<file path="src/ffosl_pkg.sv">
package ffosl_pkg;

	// offset word width, data port width
	localparam int OFFSET_BITS = 17;
	localparam int DATA_W = 36;

	// offset value loaded at master reset
	localparam logic [OFFSET_BITS-1:0] OFFSET_RST = 17'h0007F;

	// flag settle edges after the last offset bit
	localparam logic [1:0] FLAG_WAIT = 2'h2;

	// master reset pulse length in cycles
	localparam logic [1:0] MRS_CYCLES = 2'h2;

	// controller register offsets
	localparam logic [7:0] ADDR_CTRL = 8'h00;
	localparam logic [7:0] ADDR_EMPTY = 8'h04;
	localparam logic [7:0] ADDR_FULL = 8'h08;
	localparam logic [7:0] ADDR_MEMDATA = 8'h0C;
	localparam logic [7:0] ADDR_STATUS = 8'h10;
	localparam logic [7:0] ADDR_IRQ_STAT = 8'h14;
	localparam logic [7:0] ADDR_IRQ_MASK = 8'h18;
	localparam logic [7:0] ADDR_READBACK = 8'h1C;

	// control register bits
	localparam int CTRL_START = 0;
	localparam int CTRL_MRS = 1;
	localparam int CTRL_PAUSE = 2;
	localparam int CTRL_READ = 3;

	// interrupt bits
	localparam int IRQ_LOAD_DONE = 0;
	localparam int IRQ_READ_DONE = 1;
	localparam int IRQ_MRS_DONE = 2;
	localparam int IRQ_W = 3;

endpackage : ffosl_pkg

</file>
<file path="src/ffosl_link_if.sv">
`timescale 1ns/1ps
`default_nettype none
interface ffosl_link_if #(
	parameter int DW = ffosl_pkg::DATA_W
);
	logic          masterResetN;
	logic          offsetLoadSelectN;
	logic          serialShiftEnableN;
	logic          writeEnableN;
	logic          readEnableN;
	logic          serialIn;
	logic [DW-1:0] inputDataPort;
	logic [DW-1:0] outputDataPort;
	logic          progAlmostEmptyN;
	logic          progAlmostFullN;

	// documented fifo end
	modport device (
		input  masterResetN,
		input  offsetLoadSelectN,
		input  serialShiftEnableN,
		input  writeEnableN,
		input  readEnableN,
		input  serialIn,
		input  inputDataPort,
		output outputDataPort,
		output progAlmostEmptyN,
		output progAlmostFullN
	);

	// controlling logic end
	modport ctrl (
		output masterResetN,
		output offsetLoadSelectN,
		output serialShiftEnableN,
		output writeEnableN,
		output readEnableN,
		output serialIn,
		output inputDataPort,
		input  outputDataPort,
		input  progAlmostEmptyN,
		input  progAlmostFullN
	);
endinterface : ffosl_link_if
`default_nettype wire

</file>
<file path="src/ffosl_ctrl_host.sv">
// The implementer's own choices: the register offsets and the strobed register port.
`timescale 1ns/1ps
`default_nettype none
module ffosl_ctrl_host #(
	parameter int OB = ffosl_pkg::OFFSET_BITS,
	parameter int DW = ffosl_pkg::DATA_W
) (
	// clock and reset
	input  wire logic         sys_clk,
	input  wire logic         rst,
	// software register port
	input  wire logic [7:0]   addr,
	input  wire logic [31:0]  wrData,
	input  wire logic         wrStrobe,
	input  wire logic         rdStrobe,
	output logic [31:0]       rdData,
	output logic              irq,
	// link to the fifo
	ffosl_link_if.ctrl        link
);
	localparam int LW = 2 * OB;
	localparam int PW = $clog2(LW);
	localparam logic [PW-1:0] LAST_BIT = PW'(LW - 1);
	localparam int IW = ffosl_pkg::IRQ_W;

	typedef enum logic [2:0] {
		ST_MRS, ST_IDLE, ST_SHIFT, ST_RDWAIT, ST_RDCAP
	} ffosl_st_t;

	typedef struct packed {
		ffosl_st_t     st;
		logic [1:0]    mrsCnt;
		logic [PW-1:0] bitPtr;
		logic [LW-1:0] offsets;
		logic [DW-1:0] memData;
		logic          memPend;
		logic          readPend;
		logic          paused;
		logic [IW-1:0] irqStat;
		logic [IW-1:0] irqMask;
		logic [DW-1:0] rdBack;
		logic [31:0]   rdData;
		logic          mrsN;
		logic          ld;
		logic          serial_shift_enable_n;
		logic          wen;
		logic          ren;
		logic          si;
		logic [DW-1:0] din;
	} ffosl_host_state_t;

	ffosl_host_state_t state_r;
	ffosl_host_state_t state_nxt;

	logic          wrCtrl;
	logic [IW-1:0] irqSet;
	logic          shiftOn;

	always_comb begin
		state_nxt = state_r;
		irqSet = '0;
		wrCtrl = wrStrobe && (addr == ffosl_pkg::ADDR_CTRL);
		shiftOn = !state_r.ld && !state_r.serial_shift_enable_n;
		// pins idle by default, data pins keep level
		state_nxt.ld = 1'b1;
		state_nxt.serial_shift_enable_n = 1'b1;
		state_nxt.wen = 1'b1;
		state_nxt.ren = 1'b1;
		state_nxt.mrsN = 1'b1;
		// software writes
		if (wrStrobe) begin
			unique case (addr)
				ffosl_pkg::ADDR_EMPTY:
					state_nxt.offsets[OB-1:0] = wrData[OB-1:0];
				ffosl_pkg::ADDR_FULL:
					state_nxt.offsets[LW-1:OB] = wrData[OB-1:0];
				ffosl_pkg::ADDR_MEMDATA: begin
					state_nxt.memData = wrData[DW-1:0];
					state_nxt.memPend = 1'b1;
				end
				ffosl_pkg::ADDR_IRQ_MASK:
					state_nxt.irqMask = wrData[IW-1:0];
				default: begin
				end
			endcase
		end
		if (wrCtrl) begin
			state_nxt.paused = wrData[ffosl_pkg::CTRL_PAUSE];
			if (wrData[ffosl_pkg::CTRL_READ]) begin
				state_nxt.readPend = 1'b1;
			end
		end
		unique case (state_r.st)
			ST_MRS: begin
				// select serial loading while reset is low
				state_nxt.mrsN = 1'b0;
				state_nxt.ld = 1'b1;
				state_nxt.bitPtr = '0;
				if (state_r.mrsCnt == ffosl_pkg::MRS_CYCLES) begin
					state_nxt.mrsN = 1'b1;
					state_nxt.st = ST_IDLE;
					irqSet[ffosl_pkg::IRQ_MRS_DONE] = 1'b1;
				end else begin
					state_nxt.mrsCnt = state_r.mrsCnt + 2'h1;
				end
			end
			ST_IDLE: begin
				if (wrCtrl && wrData[ffosl_pkg::CTRL_MRS]) begin
					state_nxt.st = ST_MRS;
					state_nxt.mrsCnt = '0;
				end else if (state_r.memPend) begin
					state_nxt.wen = 1'b0;
					state_nxt.din = state_r.memData;
					state_nxt.memPend = 1'b0;
				end else if (state_r.readPend) begin
					state_nxt.ld = 1'b0;
					state_nxt.ren = 1'b0;
					state_nxt.readPend = 1'b0;
					state_nxt.st = ST_RDWAIT;
				end else if (wrCtrl && wrData[ffosl_pkg::CTRL_START]) begin
					// always the whole set of both offsets
					state_nxt.bitPtr = '0;
					state_nxt.st = ST_SHIFT;
				end
			end
			ST_SHIFT: begin
				// a bit shown this cycle is taken at the edge
				if (shiftOn) begin
					state_nxt.bitPtr = state_r.bitPtr + PW'(1);
				end
				if (shiftOn && state_r.bitPtr == LAST_BIT) begin
					state_nxt.bitPtr = '0;
					state_nxt.st = ST_IDLE;
					irqSet[ffosl_pkg::IRQ_LOAD_DONE] = 1'b1;
				end else if (state_r.memPend) begin
					// interleaved memory write, ld and sen high
					state_nxt.wen = 1'b0;
					state_nxt.din = state_r.memData;
					state_nxt.memPend = 1'b0;
				end else if (state_nxt.paused) begin
					// pause by raising only the shift enable
					state_nxt.ld = 1'b0;
				end else begin
					state_nxt.ld = 1'b0;
					state_nxt.serial_shift_enable_n = 1'b0;
					state_nxt.si = state_r.offsets[state_nxt.bitPtr];
				end
			end
			ST_RDWAIT: begin
				state_nxt.st = ST_RDCAP;
			end
			ST_RDCAP: begin
				state_nxt.rdBack = link.outputDataPort;
				irqSet[ffosl_pkg::IRQ_READ_DONE] = 1'b1;
				state_nxt.st = ST_IDLE;
			end
		endcase
		// sticky status, set wins over clear
		state_nxt.irqStat = state_r.irqStat | irqSet;
		if (wrStrobe && addr == ffosl_pkg::ADDR_IRQ_STAT) begin
			state_nxt.irqStat = (state_r.irqStat & ~wrData[IW-1:0])
				| irqSet;
		end
		// read data for one cycle only
		state_nxt.rdData = '0;
		if (rdStrobe) begin
			unique case (addr)
				ffosl_pkg::ADDR_CTRL:
					state_nxt.rdData[ffosl_pkg::CTRL_PAUSE] = state_r.paused;
				ffosl_pkg::ADDR_EMPTY:
					state_nxt.rdData[OB-1:0] = state_r.offsets[OB-1:0];
				ffosl_pkg::ADDR_FULL:
					state_nxt.rdData[OB-1:0] = state_r.offsets[LW-1:OB];
				ffosl_pkg::ADDR_STATUS: begin
					state_nxt.rdData[PW-1:0] = state_r.bitPtr;
					state_nxt.rdData[8] = (state_r.st != ST_IDLE);
					state_nxt.rdData[9] = state_r.memPend;
					state_nxt.rdData[10] = link.progAlmostEmptyN;
					state_nxt.rdData[11] = link.progAlmostFullN;
				end
				ffosl_pkg::ADDR_IRQ_STAT:
					state_nxt.rdData[IW-1:0] = state_r.irqStat;
				ffosl_pkg::ADDR_IRQ_MASK:
					state_nxt.rdData[IW-1:0] = state_r.irqMask;
				ffosl_pkg::ADDR_READBACK:
					state_nxt.rdData[31:0] = state_r.rdBack[31:0];
				default: state_nxt.rdData = '0;
			endcase
		end
	end

	// state register
	always_ff @(posedge sys_clk) begin
		if (rst) begin
			state_r <= '0;
			state_r.st <= ST_MRS;
			state_r.ld <= 1'b1;
			state_r.serial_shift_enable_n <= 1'b1;
			state_r.wen <= 1'b1;
			state_r.ren <= 1'b1;
		end else begin
			state_r <= state_nxt;
		end
	end

	// outputs from flops
	assign link.masterResetN = state_r.mrsN;
	assign link.offsetLoadSelectN = state_r.ld;
	assign link.serialShiftEnableN = state_r.serial_shift_enable_n;
	assign link.writeEnableN = state_r.wen;
	assign link.readEnableN = state_r.ren;
	assign link.serialIn = state_r.si;
	assign link.inputDataPort = state_r.din;
	assign rdData = state_r.rdData;
	assign irq = |(state_r.irqStat & state_r.irqMask);

endmodule : ffosl_ctrl_host
`default_nettype wire

</file>
<file path="src/flat_wrapper.sv">
// flat-port wrapper written by rule: the top's interface ports become plain ports
module ffosl_ctrl_host_flat 
#(
	parameter int OB = ffosl_pkg::OFFSET_BITS,
	parameter int DW = ffosl_pkg::DATA_W
)
  (sys_clk, rst, addr, wrData, wrStrobe, rdStrobe, rdData, irq, link_masterResetN, link_offsetLoadSelectN, link_serialShiftEnableN, link_writeEnableN, link_readEnableN, link_serialIn, link_inputDataPort, link_outputDataPort, link_progAlmostEmptyN, link_progAlmostFullN);
  ffosl_link_if #(.DW(DW)) link_i ();
  input  wire logic sys_clk;
  input  wire logic rst;
  input  wire logic [7:0] addr;
  input  wire logic [31:0] wrData;
  input  wire logic wrStrobe;
  input  wire logic rdStrobe;
  output logic [31:0] rdData;
  output logic irq;
  output wire logic [$bits(link_i.masterResetN)-1:0] link_masterResetN;
  output wire logic [$bits(link_i.offsetLoadSelectN)-1:0] link_offsetLoadSelectN;
  output wire logic [$bits(link_i.serialShiftEnableN)-1:0] link_serialShiftEnableN;
  output wire logic [$bits(link_i.writeEnableN)-1:0] link_writeEnableN;
  output wire logic [$bits(link_i.readEnableN)-1:0] link_readEnableN;
  output wire logic [$bits(link_i.serialIn)-1:0] link_serialIn;
  output wire logic [$bits(link_i.inputDataPort)-1:0] link_inputDataPort;
  input wire logic [$bits(link_i.outputDataPort)-1:0] link_outputDataPort;
  input wire logic [$bits(link_i.progAlmostEmptyN)-1:0] link_progAlmostEmptyN;
  input wire logic [$bits(link_i.progAlmostFullN)-1:0] link_progAlmostFullN;
  assign link_masterResetN = link_i.masterResetN;
  assign link_offsetLoadSelectN = link_i.offsetLoadSelectN;
  assign link_serialShiftEnableN = link_i.serialShiftEnableN;
  assign link_writeEnableN = link_i.writeEnableN;
  assign link_readEnableN = link_i.readEnableN;
  assign link_serialIn = link_i.serialIn;
  assign link_inputDataPort = link_i.inputDataPort;
  assign link_i.outputDataPort = link_outputDataPort;
  assign link_i.progAlmostEmptyN = link_progAlmostEmptyN;
  assign link_i.progAlmostFullN = link_progAlmostFullN;
  ffosl_ctrl_host #(.OB(OB), .DW(DW)) u_core (.sys_clk(sys_clk), .rst(rst), .addr(addr), .wrData(wrData), .wrStrobe(wrStrobe), .rdStrobe(rdStrobe), .rdData(rdData), .irq(irq), .link(link_i));
endmodule
</file>
<file path="config.mk">
export PLATFORM = sky130hd
export DESIGN_NAME = ffosl_ctrl_host_flat
export DESIGN_NICKNAME = d
export VERILOG_FILES = /design/src/ffosl_pkg.sv /design/src/ffosl_link_if.sv /design/src/ffosl_ctrl_host.sv /design/src/flat_wrapper.sv
export SDC_FILE = /design/constraint.sdc
export NUM_CORES = 1
export LEC_CHECK = 0
export BUFFER_PORTS_ARGS = -buffer_cell sky130_fd_sc_hd__buf_2
export CAP_MARGIN = 20
export CORE_ASPECT_RATIO = 1.25
export CORE_MARGIN = 8
export CORE_UTILIZATION = 50
export DETAILED_ROUTE_END_ITERATION = 16
export MAX_ROUTING_LAYER = met4
export PLACE_DENSITY = 0.76
export SYNTH_ARGS = -nofsm -noshare
export SYNTH_HDL_FRONTEND = slang
export SYNTH_SLANG_ARGS = --single-unit
</file>
<file path="constraint.sdc">
create_clock -name sys_clk -period 2.8 [get_ports sys_clk]
set_clock_uncertainty 0.1 [all_clocks]
set_input_delay 0.56 -clock sys_clk [delete_from_list [all_inputs] [get_ports sys_clk]]
set_output_delay 0.56 -clock sys_clk [all_outputs]
set_load 0.005 [all_outputs]
</file>
# [Word level (Yosys, flattened, before mapping)]
# Index checks and enable logic that the tools add are counted.
[word_totals] in_bits=82 register_bits=192 out_inout_bits=75
[classes] bitwise_logic=12 n_reduce_logical=27 muxes=58 n_eq_ne=25 add_sub_neg=2 n_lt_le_gt_ge=1
[op_table] cell="$mux W36" n=3
[op_table] cell="$pmux W36 S2" n=1
[op_table] cell="$mux W6" n=7
[op_table] cell="$eq A8 B5 Y1 const B" n=4
[op_table] cell="$mux W3" n=8
[op_table] cell="$mux W1" n=20
[op_table] cell="$pmux W6 S3" n=1
[op_table] cell="$eq A8 B4 Y1 const B" n=2
[op_table] cell="$pmux W4 S4" n=1
[op_table] cell="$pmux W3 S5" n=1
[op_table] cell="$pmux W5 S3" n=1
[op_table] cell="$mux W2" n=6
[op_table] cell="$pmux W2 S6" n=1
[op_table] cell="$pmux W3 S4" n=1
[op_table] cell="$ne A2 B2 Y1 const B" n=5
[op_table] cell="$reduce_or A3 Y1" n=3
[op_table] cell="$eq A8 B3 Y1 const B" n=1
[op_table] cell="$logic_not A8 Y1" n=1
[op_table] cell="$ne A2 B1 Y1 const B" n=4
[op_table] cell="$reduce_and A2 Y1" n=4
[op_table] cell="$reduce_and A4 Y1" n=2
[op_table] cell="$lt A6 B7 Y1 const B" n=1
[op_table] cell="$not A1 Y1" n=7
[op_table] cell="$pmux W1 S7" n=1
[op_table] cell="26 further kinds" n=39

# [Logic depth before layout (Yosys ltp)]
# Gate-level depths: netlist of the first run.
[logic_depth] depth_word=8 depth_mapped=9 depth_no_buf=8

# [Least setup slack after synthesis of the first run]
# No wires, ideal clock.
[synth_path] path_type="reg2reg" start="register u_core.state_r[190] (netlist name)" end="register u_core.state_r (netlist bit u_core.link.serialIn)" path_stages_with_launch=8 required_ps=2565 period_less_slack_ps=2585 setup_time_ps=135 arrival_ps=2350 slack_ps=215 cell_sequence="dfxtp_1 -> ha_1 -> nor3b_4 -> xor2_2 -> mux4_1 -> mux2_2 -> nor3_1 -> o32ai_2"
[synth_via] elab_chain_cells=5 word_cells_on_any_way=9 cone_classes="add/sub (1); eq/ne (1); mux (4); bitwise (1); reduce/logical (2)"
[synth_lines] element="start: declaration" line_no="ffosl_ctrl_host.sv:52" rtl="ffosl_host_state_t state_r;"
[synth_lines] element="start signal: assignment" line_no="ffosl_ctrl_host.sv:202" rtl="state_r <= state_nxt;"
[synth_lines] element="$add A6 B1 Y6" line_no="ffosl_ctrl_host.sv:129" rtl="state_nxt.bitPtr = state_r.bitPtr + PW'(1);"
[synth_lines] element="$mux W6" line_no="ffosl_ctrl_host.sv:128" rtl="if (shiftOn) begin"
[synth_lines] element="$mux W6" line_no="ffosl_ctrl_host.sv:93" rtl="unique case (state_r.st)"
[synth_lines] element="$bmux W1 S6" line_no="ffosl_ctrl_host.sv:146" rtl="state_nxt.si = state_r.offsets[state_nxt.bitPtr];"
[synth_lines] element="$mux W1 (not written as such)" line_no="ffosl_ctrl_host.sv:146"
# Parallel ways exist; a longest one is shown, timed or not. The select of a mux whose other input is x is not followed.
# A chain may end at the register's enable or synchronous reset.

# [Worst setup path in the final report of the first run]
[layout_path] start="register u_core.state_r[189] (netlist name)" end="register u_core.state_r (netlist bit u_core.link.serialIn)"
# The elaborated chain is that of the path after synthesis.

==> results.sh, run 1 <==
export IMPL_yosysTopAreaCell="dfxtp_1"
export IMPL_viasPerCell=5.48
export IMPL_cts_hold_buf=0
export IMPL_cts_made_buffers=17
export IMPL_setup_viol=0
export IMPL_drv_slew=0
export IMPL_coreArea_um2=16000
export IMPL_yosysMostFrequentCell="dfxtp_1"
export IMPL_n_antenna_cell=0
export IMPL_synth_top_area_frac=0.467
export IMPL_initial_core_util=0.504
export IMPL_clk_pin_slew_worst_paths_ns=0.07
export IMPL_ys_warn_count=0
export IMPL_hpwl_um=15100
export IMPL_ys_seq_area_frac=0.467
export IMPL_p_leak_nw=3.97
export IMPL_die_w_um=130
export IMPL_synth_simple_area_share=0.177
export IMPL_fillCellCount=1505
export IMPL_fin_tns_setup_ns=0
export IMPL_path_class="reg2reg"
export IMPL_final_nets=1060
export IMPL_stdcell_area_um2=9170
export IMPL_grt_usage=0.209
export IMPL_fin_crit_ns=2.53
export IMPL_clock_latency_ns=0.44
export IMPL_cts_tree="done"
export IMPL_rrSetupSlack_ns=0.27
export IMPL_endpoint_kind="flip-flop"
export IMPL_synth_edf_count=0
export IMPL_synth_cells=897
export IMPL_postCtsSetupBuffers=0
export IMPL_status="completed"
export IMPL_drt_total_wl_um=20900
export IMPL_worst_pin_slew_ns=0.651
export IMPL_crit_path_start_kind="flip-flop"
export IMPL_syn_area_um2=8060
export IMPL_clock_path_buffers=2
export IMPL_grt_start_max_net_pins=62
export IMPL_io_pins=157
export IMPL_synth_area_per_cell_um2=8.99
export IMPL_drc_errors=0
export IMPL_timing_final_crit_share=0.904
export IMPL_postPlaceCellArea_um2=8610
export IMPL_worst_ep_arrival_time_ns=2.72
export IMPL_drt_iter0_markers=533
export IMPL_slew_headroom=0.566
export IMPL_synth_xor_area_frac=0.00854
export IMPL_cts_max_level=4
export IMPL_place_port_buffers=148
export IMPL_worstHoldPathType="in2reg"
export IMPL_place_ws_ns=0.233
export IMPL_drive_above_1_share=0.239
export IMPL_ys_top_cells_by_count="dfxtp_1 (188), nand2_1 (152), a21oi_1 (98), buf_4 (69), nor2_1 (64)"
export IMPL_hold_slack_ns=0.254
export IMPL_async_reset_ff_frac=0
export IMPL_crit_required_ns=2.99
export IMPL_rsz0062_at_grt="false"
export IMPL_wire_per_inst_um=17.4
export IMPL_worst_ir_drop_vdd_v=0.000403
export IMPL_area_growth_pct=13.8
export IMPL_gr_total_overflow=0
export IMPL_die_height_um=158
export IMPL_cts_root_buf="clkbuf_16"
export IMPL_power_density_nw_per_um2=581
export IMPL_multi_input_area_um2=3500
export IMPL_ff_latch_area_um2=3760
export IMPL_timing_final_hold_violations=0
export IMPL_path_max_fanout=5
export IMPL_synth_fa_ha_area_frac=0.00466
export IMPL_setup_slack_ns=0.269
export IMPL_synth_area_leaders="dfxtp_1 (47%), nand2_1 (7.1%), buf_4 (6.4%)"
export IMPL_synth_distinct_cells=72
export IMPL_synth_seq_cells=188
export IMPL_vias=6597
export IMPL_synth_top_family_by_area="simple AND/OR/NAND/NOR gates"
export IMPL_grt_first_pass_wirelength_um=32500
export IMPL_dieArea_um2=20500
export IMPL_first_global_vias=6238
export IMPL_ys_flop_type="dfxtp_1"
export IMPL_postRouteAntennaNets=0
export IMPL_clock_sinks=188
export IMPL_synth_area_mux_share=0.0669
export IMPL_maxCapViolations=0
export IMPL_fmax_mhz=395
export IMPL_drtPass1Iterations=5
export IMPL_rows=52
export IMPL_gp_congestion=0.930
export IMPL_grt_antenna_before_repair=0
export IMPL_synth_compound_area_frac=0.173
## per-layer routing
layer | routed length [um] | GRT usage | share of wire | up-vias
li1 | - | - | - | 3209
met1 | 9220 | 0.257 | 0.44 | 3139
met2 | 9970 | 0.329 | 0.48 | 215
met3 | 1220 | 0.0418 | 0.058 | 34
met4 | 533 | 0.0881 | 0.025 | 0
met5 | 0 | - | 0 | -
## worst paths after layout
kind                           from              endpoint  depth (start not counted)
min          link_outputDataPort[9]    u_core.state_r[83]                          3
min reg2reg      u_core.state_r[93]    u_core.state_r[93]                          2
max reg2reg     u_core.state_r[189]  u_core.link.serialIn                          7
max             u_core.state_r[189]  u_core.link.serialIn                          7
## layout by cell type (no fill, tap or decap), types with 4 or more instances in the layout
cell type	n
dfxtp_1	187
nand2_1	152
buf_2	147
a21oi_1	98
nor2_1	64
mux2i_1	43
a22o_1	34
buf_4	33
and3_1	22
a22oi_1	20
clkbuf_16	17
o21ai_0	13
inv_1	10
a222oi_1	9
nor3_1	9
or3_1	7
a31oi_1	5
nand3_1	5
a21boi_1	5
and2_1	4
nor2b_1	4
o22ai_1	4
conb_1	4
inv_6	4
## sequential cells by signal, indices dropped and copies added, names as in the netlist
name                            flops
u_core.state_r                    118
u_core.link.inputDataPort          32
u_core.rdData                      32
u_core.link.masterResetN            1
u_core.link.offsetLoadSelectN       1
u_core.link.readEnableN             1
u_core.link.serialIn                1
u_core.link.serialShiftEnableN      1
u_core.link.writeEnableN            1
## per-stage QoR
step | std cells | total power [W] | utilization
2_1_floorplan | 900 | 0.00297 | -
3_3_place_gp | 1172 | 0.00310 | 0.538
3_5_place_dp | 1172 | 0.00312 | 0.538
4_1_cts | 1204 | 0.00535 | 0.573
5_1_grt | 1204 | 0.00552 | 0.573
6_report | 1204 | 0.00533 | 0.573
## cell type report
| type | instances | area share |
|---|---|---|
| Sequential cell | 188 | 0.411 |
| Multi-Input combinational cell | 575 | 0.381 |
| Timing Repair Buffer | 183 | 0.114 |
| Clock buffer | 20 | 0.0487 |
| Tap cell | 216 | 0.0295 |
| Clock inverter | 12 | 0.0119 |
| Inverter | 10 | 0.00409 |
## critical path, cell delays in order, from the launching register on
cell and delay (ns):
dfxtp_1 0.40, ha_1 0.20, nor3b_4 0.24, xor2_2 0.28
mux4_1 0.59, mux2_2 0.27, nor3_1 0.19, o32ai_2 0.12
## what timing repair did
item,CTS,global route
endpoints found under the hold margin,0,0
endpoints found under the setup margin,0,1
gates resized for setup,0,1
## cell families after synthesis
family	after synthesis
other	1
adders and majority gates	3
buffers and inverters	137
muxes	49
xor gates and xnor gates	7
AOI/OAI and AO/OA	210
and+or+nand+nor	302
DFF	188
## report_power, final
part	switching (W)	internal, W	total [W]
combinational	0.000203	0.000127	0.000329
sequential	0.0000299	0.00270	0.00273
clock	0.00108	0.00119	0.00227
(Power assumes the default switching activity.)
==> run 2, diff against run 1 <==
Settings changed: CELL_PAD_IN_SITES_DETAIL_PLACEMENT set to 1, CELL_PAD_IN_SITES_GLOBAL_PLACEMENT set to 2, CORE_UTILIZATION 50 to 30, PLACE_DENSITY 0.76 to unset, PLACE_DENSITY_LB_ADDON set to 0.1.
==> run 2 against run 1 <==
- die area grew 58%
- sequential power is essentially flat
- first-iteration DRC count shrank 38%
- critical path type unchanged
- largest cell class unchanged
- largest power group unchanged
- highest routed layer unchanged
==> results.sh, run 2 (synthesis gave the netlist of run 1 again) <==
export IMPL_drt_total_wl_um=24800
export IMPL_rrSetupSlack_ns=0.21
export IMPL_wire_per_inst_um=18.6
export IMPL_drt_iter0_markers=332
export IMPL_cts_made_buffers=17
export IMPL_regMostFlops="u_core.state_r"
export IMPL_worst_ir_drop_vdd_v=0.000349
export IMPL_gr_total_overflow=0
export IMPL_clock_path_buffers=2
export IMPL_timing_final_crit_share=0.924
export IMPL_min_path_cells=3
export IMPL_wl_met3_um=1040
export IMPL_maxCapViolations=0
export IMPL_crit_required_ns=2.99
export IMPL_clock_latency_ns=0.43
export IMPL_first_global_vias=6710
export IMPL_clock_sinks=188
export IMPL_setup_slack_ns=0.213
export IMPL_gp_congestion=0.765
export IMPL_multi_input_area_um2=3510
export IMPL_cts_hold_buf=0
export IMPL_top_layer="met4"
export IMPL_power_density_nw_per_um2=582
export IMPL_ff_latch_area_um2=3760
export IMPL_worstHoldPathType="in2reg"
export IMPL_p_leak_nw=3.98
export IMPL_vias=6452
export IMPL_fillCellCount=3185
export IMPL_place_port_buffers=148
export IMPL_path_class="reg2reg"
export IMPL_timing_final_hold_violations=0
export IMPL_cp_startpoint="u_core.state_r[190]"
export IMPL_status="completed"
export IMPL_clk_pin_slew_worst_paths_ns=0.08
export IMPL_setup_viol=0
export IMPL_slew_headroom=0.526
export IMPL_coreArea_um2=26700
export IMPL_cts_root_buf="clkbuf_16"
export IMPL_cts_max_level=4
export IMPL_endpoint_kind="flip-flop"
export IMPL_drive_above_1_share=0.239
export IMPL_holdPathEnd="u_core.state_r[91]"
export IMPL_wl_met1_um=11600
export IMPL_final_common_cell="dfxtp_1"
export IMPL_most_common_layout_cells="dfxtp_1 (188), nand2_1 (152), buf_2 (147)"
export IMPL_postCtsSetupBuffers=0
export IMPL_fmax_mhz=387
export IMPL_die_w_um=163
export IMPL_hp_start="link_outputDataPort[17]"
export IMPL_n_antenna_cell=0
export IMPL_rsz0062_at_grt="false"
export IMPL_drv_slew=0
export IMPL_grt_start_max_net_pins=121
export IMPL_drtPass1Iterations=7
export IMPL_rows=67
export IMPL_worst_ep_arrival_time_ns=2.77
export IMPL_grt_first_pass_wirelength_um=39100
export IMPL_hpwl_um=17900
export IMPL_ff2ff_path_depth=7
export IMPL_drc_errors=0
export IMPL_initial_core_util=0.302
export IMPL_dieArea_um2=32400
export IMPL_area_growth_pct=16.1
export IMPL_grt_usage=0.159
export IMPL_met2_length_um=11900
export IMPL_path_max_fanout=5
export IMPL_largest_reg_flops=118
export IMPL_fin_tns_setup_ns=0
export IMPL_io_pins=157
export IMPL_grt_antenna_before_repair=0
export IMPL_place_ws_ns=0.176
export IMPL_worst_pin_slew_ns=0.711
export IMPL_cts_tree="done"
export IMPL_rr_startpoint="u_core.state_r[190]"
export IMPL_worstReg2RegEnd="u_core.link.serialIn"
export IMPL_cts_resized=0
export IMPL_die_height_um=199
export IMPL_crit_path_start_kind="flip-flop"
export IMPL_postRouteAntennaNets=0
export IMPL_fin_crit_ns=2.59
export IMPL_viasPerCell=4.83
export IMPL_final_nets=1062
-- run 2: cell count changes in the layout (fill, tap and decap cells not counted), sizes merged --
| cell | change |
|---|---|
| clkinv | -3 |
| buf | +2 |
| clkinvlp | +2 |
| inv | +1 |
| bufinv | +1 |
| clkbuf | -1 |
-- run 2: how the worst max path moves through the flow --
stage,to,slack (ns),depth (start not counted)
2_1_floorplan,u_core.link.serialIn,0.21,7
3_3_place_gp,u_core.link.inputDataPort[12],0.20,8
3_5_place_dp,u_core.link.inputDataPort[4],0.18,8
4_1_cts,u_core.link.serialIn,0.22,8
5_1_grt,u_core.link.serialIn,0.06,7
6_report,u_core.link.serialIn,0.21,7
-- run 2: where the power goes --
group	switching [W]	internal, W	leakage, nW
logic	0.000217	0.000131	2.20
registers	0.0000255	0.00270	1.51
clock network	0.00113	0.00125	0.265
total	0.00137	0.00408	3.98
-- run 2: metrics by stage --
stage | total power (W) | cell area, um2 | instances | util | hold slack (ns)
3_3_place_gp | 0.00314 | 8800 | 1303 | 0.330 | 0.340
6_report | 0.00545 | 9360 | 1335 | 0.351 | 0.254
3_5_place_dp | 0.00314 | 8800 | 1303 | 0.330 | 0.343
5_1_grt | 0.00570 | 9360 | 1335 | 0.351 | 0.246
4_1_cts | 0.00557 | 9360 | 1335 | 0.351 | 0.231
2_1_floorplan | 0.00297 | 8070 | 900 | - | 0.310
-- run 2: area by class of cell --
| class | count | area share |
|---|---|---|
| clock buffer | 19 | 0.0462 |
| clock inverter | 13 | 0.0140 |
| inverter | 10 | 0.00401 |
| multi-input combinational | 575 | 0.374 |
| sequential | 188 | 0.402 |
| tap | 345 | 0.0461 |
| timing repair buffer | 185 | 0.113 |
-- run 2: worst max-delay path, cell delays in order, from the launching register on --
cell and delay, ns:
dfxtp_1 0.41, ha_1 0.20, nor3b_4 0.24, xor2_2 0.29
mux4_1 0.59, mux2_2 0.27, nor3_1 0.22, o32ai_2 0.13
-- run 2: layer usage --
metal	track usage	vias to the layer above
met1	0.196	3083
met4	0.0408	0
met3	0.0365	12
met2	0.260	131
li1	-	3226
met5	-	-
==> run 3, diff against run 2 <==
Settings changed: SETUP_SLACK_MARGIN set to 0.4.
==> run 3 against run 2 <==
- count of clock-buffer cells in the layout rose by 1
- flip-flop and latch count did not move
- global-route usage barely moved
- wire length rose by 1.2%
- worst hold slack improved by 0.00097 ns
- maximum frequency rose by 7.2%
- die area did not move
- highest routed layer unchanged
==> results.sh, run 3 (synthesis gave the netlist of run 1 again) <==
export IMPL_status="completed"
export IMPL_wire_per_inst_um=18.7
export IMPL_power_density_nw_per_um2=569
export IMPL_cts_root_buf="clkbuf_16"
export IMPL_hold_slack_ns=0.255
export IMPL_clk_pin_slew_worst_paths_ns=0.07
export IMPL_endpoint_kind="flip-flop"
export IMPL_p_leak_nw=3.99
export IMPL_worst_ep_arrival_time_ns=2.67
export IMPL_dieArea_um2=32400
export IMPL_hpwl_um=18000
export IMPL_path_class="reg2reg"
export IMPL_gr_total_overflow=0
export IMPL_maxCapViolations=0
export IMPL_n_antenna_cell=0
export IMPL_slew_headroom=0.370
export IMPL_initial_core_util=0.302
export IMPL_rsz0062_at_grt="true"
export IMPL_cts_hold_buf=0
export IMPL_crit_required_ns=3.05
export IMPL_path_max_fanout=7
export IMPL_worst_ir_drop_vdd_v=0.000339
export IMPL_grt_first_pass_wirelength_um=38900
export IMPL_final_nets=1065
export IMPL_rows=67
export IMPL_cts_max_level=4
export IMPL_place_port_buffers=148
export IMPL_drv_slew=0
export IMPL_switchingPower_w=0.00135
export IMPL_timing_final_crit_share=0.862
export IMPL_drtPass1Iterations=5
export IMPL_die_height_um=199
export IMPL_cts_tree="done"
export IMPL_p_sw_frac=0.252
export IMPL_clock_sinks=188
export IMPL_fin_tns_setup_ns=0
export IMPL_setup_viol=0
export IMPL_viasPerCell=4.83
export IMPL_largest_reg_flops=118
export IMPL_clock_latency_ns=0.44
export IMPL_instances_no_fill=1338
export IMPL_grt_start_max_net_pins=78
export IMPL_power_w=0.00534
export IMPL_p_int_w=0.00400
export IMPL_clock_path_buffers=2
export IMPL_dp_cells=1303
export IMPL_coreArea_um2=26700
export IMPL_most_common_layout_cells="dfxtp_1 (185), nand2_1 (152), buf_2 (147)"
export IMPL_area_growth_pct=16.4
export IMPL_vias=6465
export IMPL_crit_path_start_kind="flip-flop"
export IMPL_drive_above_1_share=0.247
export IMPL_drt_iter0_markers=376
export IMPL_grt_antenna_before_repair=0
export IMPL_worstHoldPathType="in2reg"
export IMPL_grt_usage=0.159
export IMPL_fin_crit_ns=2.41
export IMPL_pwr_share_comb=0.064
export IMPL_final_common_cell="dfxtp_1"
export IMPL_fmax_mhz=414
export IMPL_drt_total_wl_um=25100
export IMPL_drc_errors=0
export IMPL_cts_made_buffers=17
export IMPL_first_global_vias=6712
export IMPL_io_pins=157
export IMPL_die_w_um=163
export IMPL_p_seq_frac=0.511
export IMPL_timing_final_hold_violations=0
export IMPL_postRouteAntennaNets=0
export IMPL_worst_pin_slew_ns=0.946
export IMPL_power_frac_clock=0.425
export IMPL_gp_congestion=0.793
export IMPL_regMostFlops="u_core.state_r"
## run 3: area by class of cell
cell class              instances  area (um2)
well taps                     345         432
clock inverters                12        87.6
repair buffers                188        1080
inverters                      10        37.5
flip-flops and latches        188        3770
multi-input cells             575        3530
clock buffers                  20         447
fillers                      3176       17300
## run 3: power by group through the flow
stage / clock (W) / combinational, W / sequential [W]
floorplan: 0 / 0.000190 / 0.00278
global placement: 0 / 0.000347 / 0.00279
detailed placement: 0 / 0.000346 / 0.00279
CTS: 0.00238 / 0.000348 / 0.00273
global route: 0.00247 / 0.000388 / 0.00273
finish: 0.00227 / 0.000340 / 0.00273
## run 3: final timing paths
check | from | to | slack [ns] | cells after the start
worst max-delay path | u_core.state_r[190] | u_core.link.serialIn | 0.39 | 8
worst min-delay path | link_outputDataPort[19] | u_core.state_r[93] | 0.25 | 3
worst max register to register | u_core.state_r[190] | u_core.link.serialIn | 0.39 | 8
worst min register to register | u_core.state_r[103] | u_core.state_r[103] | 0.35 | 2
## run 3: per-stage QoR
stage / setup WS (ns) / util / instance area, um2
global route: 0.275 / 0.352 / 9390
global placement: 0.180 / 0.331 / 8810
detailed placement: 0.155 / 0.331 / 8810
CTS: 0.397 / 0.352 / 9380
finish: 0.386 / 0.352 / 9390
floorplan: 0.401 / - / 8090
## run 3: metal layers
metal | wire length, um | GRT usage
met1 | 12000 | 0.200
met2 | 11900 | 0.252
met3 | 876 | 0.0332
met4 | 315 | 0.0477
met5 | 0 | -
## run 3: repair_timing
item	4_1_cts	5_1_grt
pin swaps	3	0
buffers inserted	3	0
setup endpoints to repair	1	1
cloned	0	0
endpoints found under the hold margin	0	0
gates resized for setup	3	1
## run 3: critical path, stage by stage, from the launching register on
cell and delay, ns:
dfxtp_4 0.38, inv_1 0.05, ha_1 0.37, or4b_1 0.48
a21oi_1 0.23, nor2_1 0.09, nor4_1 0.36, a31oi_1 0.15
o32ai_2 0.12
